--- config.mk ---
export PLATFORM = sky130hd
export DESIGN_NAME = dhp_host_port
export DESIGN_NICKNAME = d
export VERILOG_FILES = /design/src/core/dhp_pkg.sv /design/src/core/dhp_chan_if.sv /design/src/core/dhp_chan.sv /design/src/core/dhp_host_port.sv
export SDC_FILE = /design/constraint.sdc
export NUM_CORES = 1
export LEC_CHECK = 0
export BUFFER_PORTS_ARGS = -buffer_cell sky130_fd_sc_hd__buf_2
export CAP_MARGIN = 20
export CORE_UTILIZATION = 55
export CTS_BUF_LIST = sky130_fd_sc_hd__clkbuf_8
export DETAILED_ROUTE_END_ITERATION = 10
export GPL_TIMING_DRIVEN = 1
export PLACE_DENSITY = 0.82
export SYNTH_ARGS = -nofsm -noshare
export SYNTH_HDL_FRONTEND = slang
export SYNTH_SLANG_ARGS = --single-unit
--- constraint.sdc ---
create_clock -name sys_clk -period 15.8 [get_ports sys_clk]
set_input_delay 3.16 -clock sys_clk [delete_from_list [all_inputs] [get_ports sys_clk]]
set_output_delay 3.16 -clock sys_clk [all_outputs]
set_load 0.01 [all_outputs]
--- src/core/dhp_pkg.sv ---
`default_nettype none
package dhp_pkg;
  // bus geometry
  localparam int DATA_W = 8;
  localparam int ADDR_W = 4;
  localparam int NUM_CHAN = 2;
  localparam int SYNC_W = 3 + ADDR_W + DATA_W;

  // register selects; channel A at 0..3, channel B at 8..B
  localparam logic [3:0] ADR_PORT_CFG = 4'h4;
  localparam logic [3:0] ADR_INT = 4'h5; // read status, write mask
  localparam logic [3:0] ADR_TIMER = 4'h6;
  localparam logic [3:0] ADR_TEST = 4'h7;
  localparam logic [3:0] ADR_PORT_SET = 4'hC; // read gives the register
  localparam logic [3:0] ADR_PORT_CLR = 4'hD;
  localparam int CHAN_BIT = 3;
  localparam int NONCHAN_BIT = 2;

  // per-channel local selects
  localparam logic [1:0] LOC_MODE = 2'h0;
  localparam logic [1:0] LOC_STAT = 2'h1;
  localparam logic [1:0] LOC_CMD = 2'h2;
  localparam logic [1:0] LOC_DATA = 2'h3;

  // command byte fields
  localparam int CMD_RX_EN = 0;
  localparam int CMD_RX_DIS = 1;
  localparam int CMD_TX_EN = 2;
  localparam int CMD_TX_DIS = 3;
  localparam int CMD_CODE_LSB = 4;
  localparam int CMD_CODE_MSB = 6;
  localparam logic [2:0] CMD_RESET_PTR = 3'h1;

  // control bit positions
  localparam int TIMER_RUN_BIT = 0;
  localparam int TEST_EN_BIT = 0;

  // reset and idle values
  localparam logic [7:0] BYTE_CLEAR = 8'h00;
  localparam logic [7:0] PINS_IDLE = 8'hFF;
  localparam logic [SYNC_W-1:0] SYNC_IDLE = 15'h7000; // strobes high
  localparam logic MARK = 1'b1;
endpackage
`default_nettype wire

--- src/core/dhp_chan_if.sv ---
`default_nettype none
interface dhp_chan_if;
  logic       clk_en;
  logic       wr;        // one-cycle write pulse
  logic       rd_start;  // one-cycle pulse at read start
  logic [1:0] sel;
  logic [7:0] wdata;
  logic [7:0] status_in;
  logic [7:0] rx_data;
  logic [7:0] rdata;
  logic [7:0] tx_data;
  logic       tx_load;
  logic       tx_en;
  logic       rx_en;

  modport port_side (output clk_en, wr, rd_start, sel, wdata, status_in,
                     rx_data, input rdata, tx_data, tx_load, tx_en, rx_en);
  modport chan_side (input clk_en, wr, rd_start, sel, wdata, status_in,
                     rx_data, output rdata, tx_data, tx_load, tx_en, rx_en);
endinterface
`default_nettype wire

--- src/core/dhp_chan.sv ---
`default_nettype none
module dhp_chan
  import dhp_pkg::*;
(
  // clock and reset
  input  wire logic sys_clk,
  input  wire logic rst,
  // register access
  dhp_chan_if.chan_side bus
);
  logic [7:0] mode_reg [2];
  logic       mode_ptr;
  logic [7:0] status_reg;
  logic [2:0] cmd_code;
  logic       wr_mode;
  logic       wr_cmd;

  // local decode
  assign wr_mode = bus.wr && (bus.sel == LOC_MODE);
  assign wr_cmd = bus.wr && (bus.sel == LOC_CMD);
  assign cmd_code = bus.wdata[CMD_CODE_MSB:CMD_CODE_LSB];

  // read selection; command select reads back as zero
  assign bus.rdata = (bus.sel == LOC_MODE) ? mode_reg[mode_ptr] :
                     (bus.sel == LOC_STAT) ? status_reg :
                     (bus.sel == LOC_DATA) ? bus.rx_data : BYTE_CLEAR;

  // status follows the channel; reset clears it
  always_ff @(posedge sys_clk or posedge rst)
  begin
    if (rst)
      status_reg <= BYTE_CLEAR; // [RULE7]
    else if (bus.clk_en)
      status_reg <= bus.status_in;
  end

  // mode pair: any access moves the pointer to the second register
  always_ff @(posedge sys_clk or posedge rst)
  begin
    if (rst)
    begin
      mode_reg[0] <= BYTE_CLEAR;
      mode_reg[1] <= BYTE_CLEAR;
      mode_ptr    <= 1'b0; // [RULE10]
    end
    else if (bus.clk_en)
    begin
      if (wr_mode)
        mode_reg[mode_ptr] <= bus.wdata; // [RULE5]
      if (wr_cmd && cmd_code == CMD_RESET_PTR)
        mode_ptr <= 1'b0;
      else if (wr_mode || (bus.rd_start && bus.sel == LOC_MODE))
        mode_ptr <= 1'b1;
    end
  end

  // enables and transmit holding; disable wins over enable in one byte
  always_ff @(posedge sys_clk or posedge rst)
  begin
    if (rst)
    begin
      bus.tx_en   <= 1'b0; // [RULE9]
      bus.rx_en   <= 1'b0;
      bus.tx_data <= BYTE_CLEAR;
      bus.tx_load <= 1'b0;
    end
    else if (bus.clk_en)
    begin
      bus.tx_load <= bus.wr && (bus.sel == LOC_DATA);
      if (bus.wr && bus.sel == LOC_DATA)
        bus.tx_data <= bus.wdata;
      if (wr_cmd && bus.wdata[CMD_TX_DIS])
        bus.tx_en <= 1'b0;
      else if (wr_cmd && bus.wdata[CMD_TX_EN])
        bus.tx_en <= 1'b1;
      if (wr_cmd && bus.wdata[CMD_RX_DIS])
        bus.rx_en <= 1'b0;
      else if (wr_cmd && bus.wdata[CMD_RX_EN])
        bus.rx_en <= 1'b1;
    end
  end

  a_ptr_reset: assert property (@(posedge sys_clk) // [RULE10]
    $fell(rst) |-> (mode_ptr == 1'b0))
    else $error("mode pointer not at first register after reset");
endmodule
`default_nettype wire

--- src/core/dhp_host_port.sv ---
// Overview of operation
// [RULE1] with chip select low, strobes and selects steer register transfers
// [RULE2] with chip select high the data lines are never driven
// [RULE3] write data is latched into the register at write strobe rising edge
// [RULE4] read strobe low with chip select low drives register onto the bus
// [RULE5] the four select lines choose the register; host holds them stable
// [RULE6] data bus carries commands, data, status; line zero is the LSB
// [RULE7] reset clears channel status, mask, interrupt status, port registers
// [RULE8] reset drives all output port pins high and halts the timer
// [RULE9] reset makes both channels inactive with serial outputs at mark
// [RULE10] reset clears test mode and points mode pointer at first register
// [RULE11] interrupt line pulled low while any masked condition is true
// [RULE12] host never asserts both strobes together under chip select
`default_nettype none
module dhp_host_port
  import dhp_pkg::*;
(
  // clock, reset, enable
  input  wire logic       sys_clk,
  input  wire logic       rst,
  input  wire logic       ce,
  // host bus pins
  input  wire logic       chip_select_low,
  input  wire logic       write_strobe_low,
  input  wire logic       read_strobe_low,
  input  wire logic [3:0] register_select_lines,
  input  wire logic [7:0] host_data_lines_in,
  output logic      [7:0] host_data_lines_out,
  output logic            host_data_lines_oe_low,
  // open-drain interrupt
  output logic            interrupt_request_low_out,
  output logic            interrupt_request_low_oe_low,
  input  wire logic [7:0] interrupt_conditions,
  // channel side
  input  wire logic [7:0] status_first_channel,
  input  wire logic [7:0] status_second_channel,
  input  wire logic [7:0] rx_data_first_channel,
  input  wire logic [7:0] rx_data_second_channel,
  input  wire logic       tx_bit_first_channel,
  input  wire logic       tx_bit_second_channel,
  output logic      [7:0] tx_data_first_channel,
  output logic      [7:0] tx_data_second_channel,
  output logic      [1:0] chan_tx_load,
  output logic      [1:0] chan_tx_enable,
  output logic      [1:0] chan_rx_enable,
  output logic            serial_out_first_channel,
  output logic            serial_out_second_channel,
  // general port, timer, test
  output logic      [7:0] output_port_pins,
  output logic      [7:0] output_port_config,
  output logic            timer_run,
  output logic            test_mode
);
  logic [SYNC_W-1:0] sync_a;
  logic [SYNC_W-1:0] sync_b;
  logic       cs_s;
  logic       wr_s;
  logic       rd_s;
  logic [3:0] a_s;
  logic [7:0] d_s;
  logic       wr_act;
  logic       wr_act_q;
  logic       wr_pulse;
  logic       rd_act;
  logic       rd_act_q;
  logic       rd_start;
  logic [3:0] wr_addr;
  logic [7:0] wr_data;
  logic [7:0] interrupt_mask_register;
  logic [7:0] interrupt_status_register;
  logic [7:0] output_port_register;
  logic [7:0] chan_rdata [NUM_CHAN];
  logic [7:0] rd_mux;
  logic       irq_active;

  // a select reaches a channel when its middle bit is clear
  function automatic logic is_chan(input logic [3:0] adr);
    return !adr[NONCHAN_BIT];
  endfunction

  // two-stage synchroniser on every host pin
  always_ff @(posedge sys_clk or posedge rst)
  begin
    if (rst)
    begin
      sync_a <= SYNC_IDLE;
      sync_b <= SYNC_IDLE;
    end
    else if (ce)
    begin
      sync_a <= {chip_select_low, write_strobe_low, read_strobe_low,
                 register_select_lines, host_data_lines_in};
      sync_b <= sync_a;
    end
  end
  assign {cs_s, wr_s, rd_s, a_s, d_s} = sync_b;

  // strobe qualification; both strobes at once is left to the host
  assign wr_act = !cs_s && !wr_s; // [RULE1] [RULE12]
  assign rd_act = !cs_s && !rd_s; // [RULE1]
  assign wr_pulse = wr_act_q && !wr_act; // [RULE3]
  assign rd_start = rd_act && !rd_act_q; // [RULE4]

  // hold the last address and data seen under the write strobe
  always_ff @(posedge sys_clk or posedge rst)
  begin
    if (rst)
    begin
      wr_act_q <= 1'b0;
      rd_act_q <= 1'b0;
      wr_addr  <= 4'h0;
      wr_data  <= BYTE_CLEAR;
    end
    else if (ce)
    begin
      wr_act_q <= wr_act;
      rd_act_q <= rd_act;
      if (wr_act)
      begin
        wr_addr <= a_s; // [RULE5]
        wr_data <= d_s;
      end
    end
  end

  // two channels of mode, command and status registers
  for (genvar c = 0; c < NUM_CHAN; c++)
  begin : g_chan
    dhp_chan_if cif ();
    logic       sel_w;
    logic       sel_r;
    assign sel_w = wr_pulse && is_chan(wr_addr) && (wr_addr[CHAN_BIT] == c);
    assign sel_r = rd_start && is_chan(a_s) && (a_s[CHAN_BIT] == c);
    assign cif.clk_en = ce;
    assign cif.wr = sel_w;
    assign cif.rd_start = sel_r;
    assign cif.sel = sel_w ? wr_addr[1:0] : a_s[1:0];
    assign cif.wdata = wr_data;
    assign cif.status_in = (c == 0) ? status_first_channel
                                    : status_second_channel;
    assign cif.rx_data = (c == 0) ? rx_data_first_channel
                                  : rx_data_second_channel;
    assign chan_rdata[c] = cif.rdata;
    assign chan_tx_load[c] = cif.tx_load;
    assign chan_tx_enable[c] = cif.tx_en;
    assign chan_rx_enable[c] = cif.rx_en;
    dhp_chan u_chan (
      .sys_clk (sys_clk),
      .rst     (rst),
      .bus     (cif)
    );
  end
  assign tx_data_first_channel = g_chan[0].cif.tx_data;
  assign tx_data_second_channel = g_chan[1].cif.tx_data;

  // inactive transmitters sit at mark
  assign serial_out_first_channel = !chan_tx_enable[0] ? MARK
                                  : tx_bit_first_channel; // [RULE9]
  assign serial_out_second_channel = !chan_tx_enable[1] ? MARK
                                   : tx_bit_second_channel; // [RULE9]

  // read selection
  assign rd_mux = is_chan(a_s) ? chan_rdata[a_s[CHAN_BIT]] :
                  (a_s == ADR_PORT_CFG) ? output_port_config :
                  (a_s == ADR_INT)      ? interrupt_status_register :
                  (a_s == ADR_TIMER)    ? {7'h00, timer_run} :
                  (a_s == ADR_TEST)     ? {7'h00, test_mode} :
                  (a_s == ADR_PORT_SET) ? output_port_register
                                        : BYTE_CLEAR; // [RULE5]

  // read data and drive enable come from flops; one cycle behind rd_act
  always_ff @(posedge sys_clk or posedge rst)
  begin
    if (rst)
    begin
      host_data_lines_out    <= BYTE_CLEAR;
      host_data_lines_oe_low <= 1'b1;
    end
    else if (ce)
    begin
      if (rd_act)
        host_data_lines_out <= rd_mux; // [RULE4] [RULE6]
      host_data_lines_oe_low <= !rd_act; // [RULE2]
    end
  end

  // global registers; port bits are set and cleared individually
  always_ff @(posedge sys_clk or posedge rst)
  begin
    if (rst)
    begin
      interrupt_mask_register <= BYTE_CLEAR; // [RULE7]
      interrupt_status_register <= BYTE_CLEAR;
      output_port_register <= BYTE_CLEAR;
      output_port_config <= BYTE_CLEAR;
      timer_run <= 1'b0; // [RULE8]
      test_mode <= 1'b0; // [RULE10]
    end
    else if (ce)
    begin
      interrupt_status_register <= interrupt_conditions;
      if (wr_pulse)
        case (wr_addr)
          ADR_PORT_CFG: output_port_config <= wr_data;
          ADR_INT:      interrupt_mask_register <= wr_data; // [RULE3]
          ADR_TIMER:    timer_run <= wr_data[TIMER_RUN_BIT];
          ADR_TEST:     test_mode <= wr_data[TEST_EN_BIT];
          ADR_PORT_SET:
            output_port_register <= output_port_register | wr_data;
          ADR_PORT_CLR:
            output_port_register <= output_port_register & ~wr_data;
          default:     ;
        endcase
    end
  end

  // pins are the complement, so a cleared register reads as all high
  assign output_port_pins = ~output_port_register; // [RULE8]

  // open drain: only ever pull low
  assign irq_active = |(interrupt_status_register & interrupt_mask_register);
  assign interrupt_request_low_out = 1'b0;
  assign interrupt_request_low_oe_low = !irq_active; // [RULE11]

  a_float_deselect: assert property ( // [RULE2]
    @(posedge sys_clk) disable iff (rst)
    (ce && cs_s) |=> host_data_lines_oe_low)
    else $error("data lines driven while deselected");
  a_read_drive: assert property ( // [RULE4]
    @(posedge sys_clk) disable iff (rst)
    (ce && rd_act) |=> !host_data_lines_oe_low)
    else $error("read not driven onto bus");
  a_write_select: assert property ( // [RULE1]
    @(posedge sys_clk) disable iff (rst)
    wr_pulse |-> !$past(cs_s))
    else $error("write taken without chip select");
  a_mask_write: assert property ( // [RULE3]
    @(posedge sys_clk) disable iff (rst)
    (ce && wr_pulse && wr_addr == ADR_INT)
      |=> interrupt_mask_register == $past(wr_data))
    else $error("mask register missed written byte");
  a_port_set_bits: assert property ( // [RULE5]
    @(posedge sys_clk) disable iff (rst)
    (ce && wr_pulse && wr_addr == ADR_PORT_SET)
      |=> (output_port_register & $past(wr_data)) == $past(wr_data))
    else $error("port set bits not applied");
  a_lsb_read: assert property ( // [RULE6]
    @(posedge sys_clk) disable iff (rst)
    (ce && rd_act && a_s == ADR_TEST)
      |=> host_data_lines_out[0] == $past(test_mode))
    else $error("test bit not on line zero");
  a_reset_clear: assert property (@(posedge sys_clk) // [RULE7]
    $fell(rst) |-> (interrupt_mask_register == BYTE_CLEAR
                    && interrupt_status_register == BYTE_CLEAR
                    && output_port_config == BYTE_CLEAR && !test_mode))
    else $error("registers not cleared by reset");
  a_reset_pins: assert property (@(posedge sys_clk) // [RULE8]
    $fell(rst) |-> (output_port_pins == PINS_IDLE && !timer_run))
    else $error("port pins or timer wrong after reset");
  a_mark_idle: assert property ( // [RULE9]
    @(posedge sys_clk) disable iff (rst)
    !chan_tx_enable[0] |-> serial_out_first_channel == MARK)
    else $error("idle transmitter not at mark");
  // a mask write in the same cycle would move the goalposts, so skip it
  a_irq_level: assert property ( // [RULE11]
    @(posedge sys_clk) disable iff (rst)
    (ce && !wr_pulse && |(interrupt_conditions & interrupt_mask_register))
      |=> !interrupt_request_low_oe_low)
    else $error("interrupt line not pulled for masked condition");
endmodule
`default_nettype wire

==> results.md <==
- The flow ran to the end, and the final reports show no timing, DRC or antenna violations.
- The clock input transition at the sequential cells of the worst setup and hold paths is approximately 0.08 ns.
- The worst setup path is captured at an output pin.
- The kind of path behind the tightest hold check is reg2reg.
- The final critical path takes up 42.24% of the cycle.
- The end point of the worst hold path is g_chan[0].u_chan.mode_reg[13].
- The wire length of the first global-routing pass is around 30 mm.
- The final global-route overflow total is 0.
- The cell family contributing the most delay on the critical path is buffers and inverters.
- Setup repair after global routing left no endpoint under its margin.
- The total buffers and inverters traversed by the critical path is 2.
- The xor and xnor area share after synthesis is 0%.
- The worst-case setup slack after placement is 9.129 ns.
- By count the netlist is led by dfrtp_1, mux2_2, nand2_1, a21oi_1, clkbuf_1.
- Measured against its own limit, the worst slew margin works out to between 30% and 40%.
- The die area is around 14,000 sq um.
- The startpoint identified for the worst hold timing path is g_chan[0].u_chan.mode_reg[13].
- Once detail routing completed, the nets flagged for antenna violations numbered 0.
- The depth of the most critical reg-to-reg path is 4.
- The post-synthesis area per instance is between 10 and 15 sq um.
- The maximum clock skew at final layout is a little under 0.02 ns.
- The per-cell routed wire length is roughly 21 microns.
- Summing the areas of all compound-gate instances in the mapped netlist gives between 10% and 20% of the synthesized area.
- The hold violation count in the final report was 0.
- The total iterations of the first detailed-routing run is 5.
- In this run the worst path has a maximum fanout of 1.
- The clock period minus worst slack is between 6 and 7 ns.
- Sequential cells were found to cover 53.55% of the synthesized design area.
- The biggest area consumer among synthesized cells is dfrtp_1.
- The portion of synthesized cell area occupied by the leading cell type is 51.08%.
- The share of layout cells above drive strength 1 is between 40% and 50%.
- The reg-to-reg endpoint is interrupt_mask_register[7].
- The synthesized netlist devotes between 6 and 7% of its cell area to simple gates.
- The region available for standard cell placement spans roughly 13,000 sq um.
- The register with the most flip-flops in the layout has 32 of them.
- The slowest library cell on the worst path is nand2b_1.
- The number of hold buffers added after cts is 0.
- Of the total synthesized cell area, the portion taken by full adders, half adders and majority gates is 0%.
- The number of H-tree branching levels is 4.
- Counting along the longest clock path gives a buffer depth of 2.
- Clock latency on the worst-skew pair, taken at its later pin, is ~0.47 ns.
- The TritonCTS clock tree is built.
- The via count is approximately 5.2k.
- The count of pins over their slew limit was 0.
- The number of storage elements in the synthesis netlist is about 160.
- The worst-case setup margin in the final layout is about 9 ns.
- On the worst path, the slowest cell contributes a delay of roughly 0.13 ns.
- The final setup violation count is 0.
- After clock tree synthesis, the repair step resized 0 gates.
- The largest net degree at the start of global routing is 94.
- Clock tree synthesis found a total of approximately 160 sinks.
- The total track usage is roughly 28%.
- Summed over all failing endpoints, the final setup total negative slack is 0 ns.
- Along the worst hold path, the cell count comes to 1.
- The ratio of routed vias to standard cells is approximately 6.1.
- For the pin with the worst max-slew slack, the measured transition is approximately 1.0 ns.
- At the end of routability-driven placement, the weighted congestion stood at 0.8933.
- Power spread over the standard cell area amounts to around 160 nW/um^2.
- The total wire length is 18.24 mm.
- The signal on the critical path passes through buf_2 > nand2b_1 > buf_2.
- The startpoint of the worst register-to-register path is wr_addr[0].
- The analysis attributes to cell leakage a power of 3.899 nW.
- The register-to-register setup slack is between 10 and 15 ns.
- By area the synthesized netlist is led by dfrtp_1, mux2_2, dfstp_2.
- The most common cell in the synthesized netlist is dfrtp_1.
- During placement, the flow inserted port buffers numbering approximately 110.
- The count of unique library cells instantiated by Yosys is 56.
- Measured against the total synthesized area, the mux share comes to between 20% and 30%.
- The gate count after technology mapping is 585.
- The row count is 42.
- For the worst setup path, the data required time is 12.64 ns.
- STA classifies the critical path startpoint as a primary input.
- Measured along the x axis, the die boundary spans about 120 microns.
- The iteration-0 DRC count of the detailed router is about 420.
- The mapped cell area is 7447 sq um.
- Compared with the post-synthesis result, the final layout area differs by 13.41%.
- The effective utilization at floorplan is a little under three fifths.
- The DRC violation count after routing is 0.
- The estimated wirelength of the detail-placed design is about 13 mm.
- The via count of the first global-routing pass is about 5.5k.
- Across the run, the number of max-cap violations was 0.
- The total number of nets in the final design is 734.
- Once the clock tree was built, the setup fixing pass inserted 0 buffers.
- The number of enable-type register cells in the synthesized netlist is 0.
- The most used flip-flop cell after synthesis is dfrtp_1.
- Data arrives at the worst endpoint at approximately 3.5 ns.
- The peak supply drop is about 0.1 mV.
- The number of buffers created by CTS is 17.
- The die is approximately 120 microns tall.
- The type of the worst setup path is in2out.
- During synthesis, Yosys emitted a total of 0 warnings.
- For this run, the top clock speed supported by timing is about 150 MHz.
- Pin placement for this block handled approximately 110 I/O pins.
- The number of nets produced by synthesis is 645.
- The dominant combinational cell family by area after synthesis is multiplexers.
- The most frequent cell on the critical path is buf_2.
- For this run, asynchronously set or reset flops after synthesis account for 100.0%.
- The number of antenna violations at the first check in global routing is 1.
- In this run the clock root is driven by a clkbuf_8.
==> final cells by class <==
type,count,area (sq um)
antenna,1,2.502
clock buffer,17,234.0
clock inverter,15,171.4
fill,1015,4797
inverter,19,78.83
multi-input combinational,361,3154
sequential,159,3988
tap,176,220.2
timing repair buffer,116,596.8
==> metrics by stage <==
stage	cell area (sq um)	util, %	std cells	hold WS, ns	power, W
after floorplan	7447	-	585	0.4492	0.0008850
after global placement	8019	60.55	829	0.4657	0.001010
after detailed placement	8019	60.55	829	0.4735	0.001035
after CTS	8424	63.61	861	0.4906	0.001335
after global routing	8443	63.76	863	0.5025	0.001406
final	8446	63.78	864	0.4903	0.001338
==> layer usage <==
layer  track usage (%)  routed length, microns  up-vias
met5                 0                       0        -
met4             12.02                     549        0
met3             8.349                    1271       43
met2             44.85                    8965      207
met1             34.20                    7449     2661
li1                  -                       -     2319
==> worst max path at each step <==
stage / end / startpoint / slack [ns] / depth (start not counted)
3_3_place_gp: serial_out_first_channel / tx_bit_first_channel / 9.14 / 3
5_1_grt: serial_out_first_channel / tx_bit_first_channel / 9.12 / 3
3_5_place_dp: serial_out_first_channel / tx_bit_first_channel / 9.13 / 3
2_1_floorplan: async pin / rst / 8.36 / 1
4_1_cts: serial_out_first_channel / tx_bit_first_channel / 9.13 / 3
6_report: serial_out_first_channel / tx_bit_first_channel / 9.13 / 3
==> cell families after synthesis <==
logic type,after synthesis
AND/OR/NAND/NOR,78
AO/OA/AOI/OAI,125
multiplexers,157
buffers and inverters,65
flip-flops,159
other,1
==> report_power, final <==
| group | leakage, nW | internal [W] | total (W) | switching, W |
|---|---|---|---|---|
| logic | 1.69 | 0.000183 | 0.000364 | 0.000180 |
| registers | 2.01 | 0.000525 | 0.000672 | 0.000147 |
| clock network | 0.204 | 0.000132 | 0.000302 | 0.000170 |
| total | 3.90 | 0.000841 | 0.00134 | 0.000497 |
==> placed cells by master (no fill, tap or decap), drive strengths merged, types with 6 or more instances in the layout <==
| cell | instances |
|---|---|
| nor2 | 8 |
| a21oi | 26 |
| mux2 | 139 |
| a31oi | 9 |
| a22oi | 12 |
| nand2b | 6 |
| dfrtp | 152 |
| a21boi | 6 |
| o31ai | 9 |
| nor3 | 12 |
| o21ai | 24 |
| nor2b | 6 |
| nand2 | 27 |
| dfstp | 7 |
| mux2i | 17 |
| clkbuf | 17 |
| a2111oi | 7 |
| inv | 28 |
| buf | 116 |
| o211ai | 6 |
No activity file was read; power rests on OpenSTA's default activity.
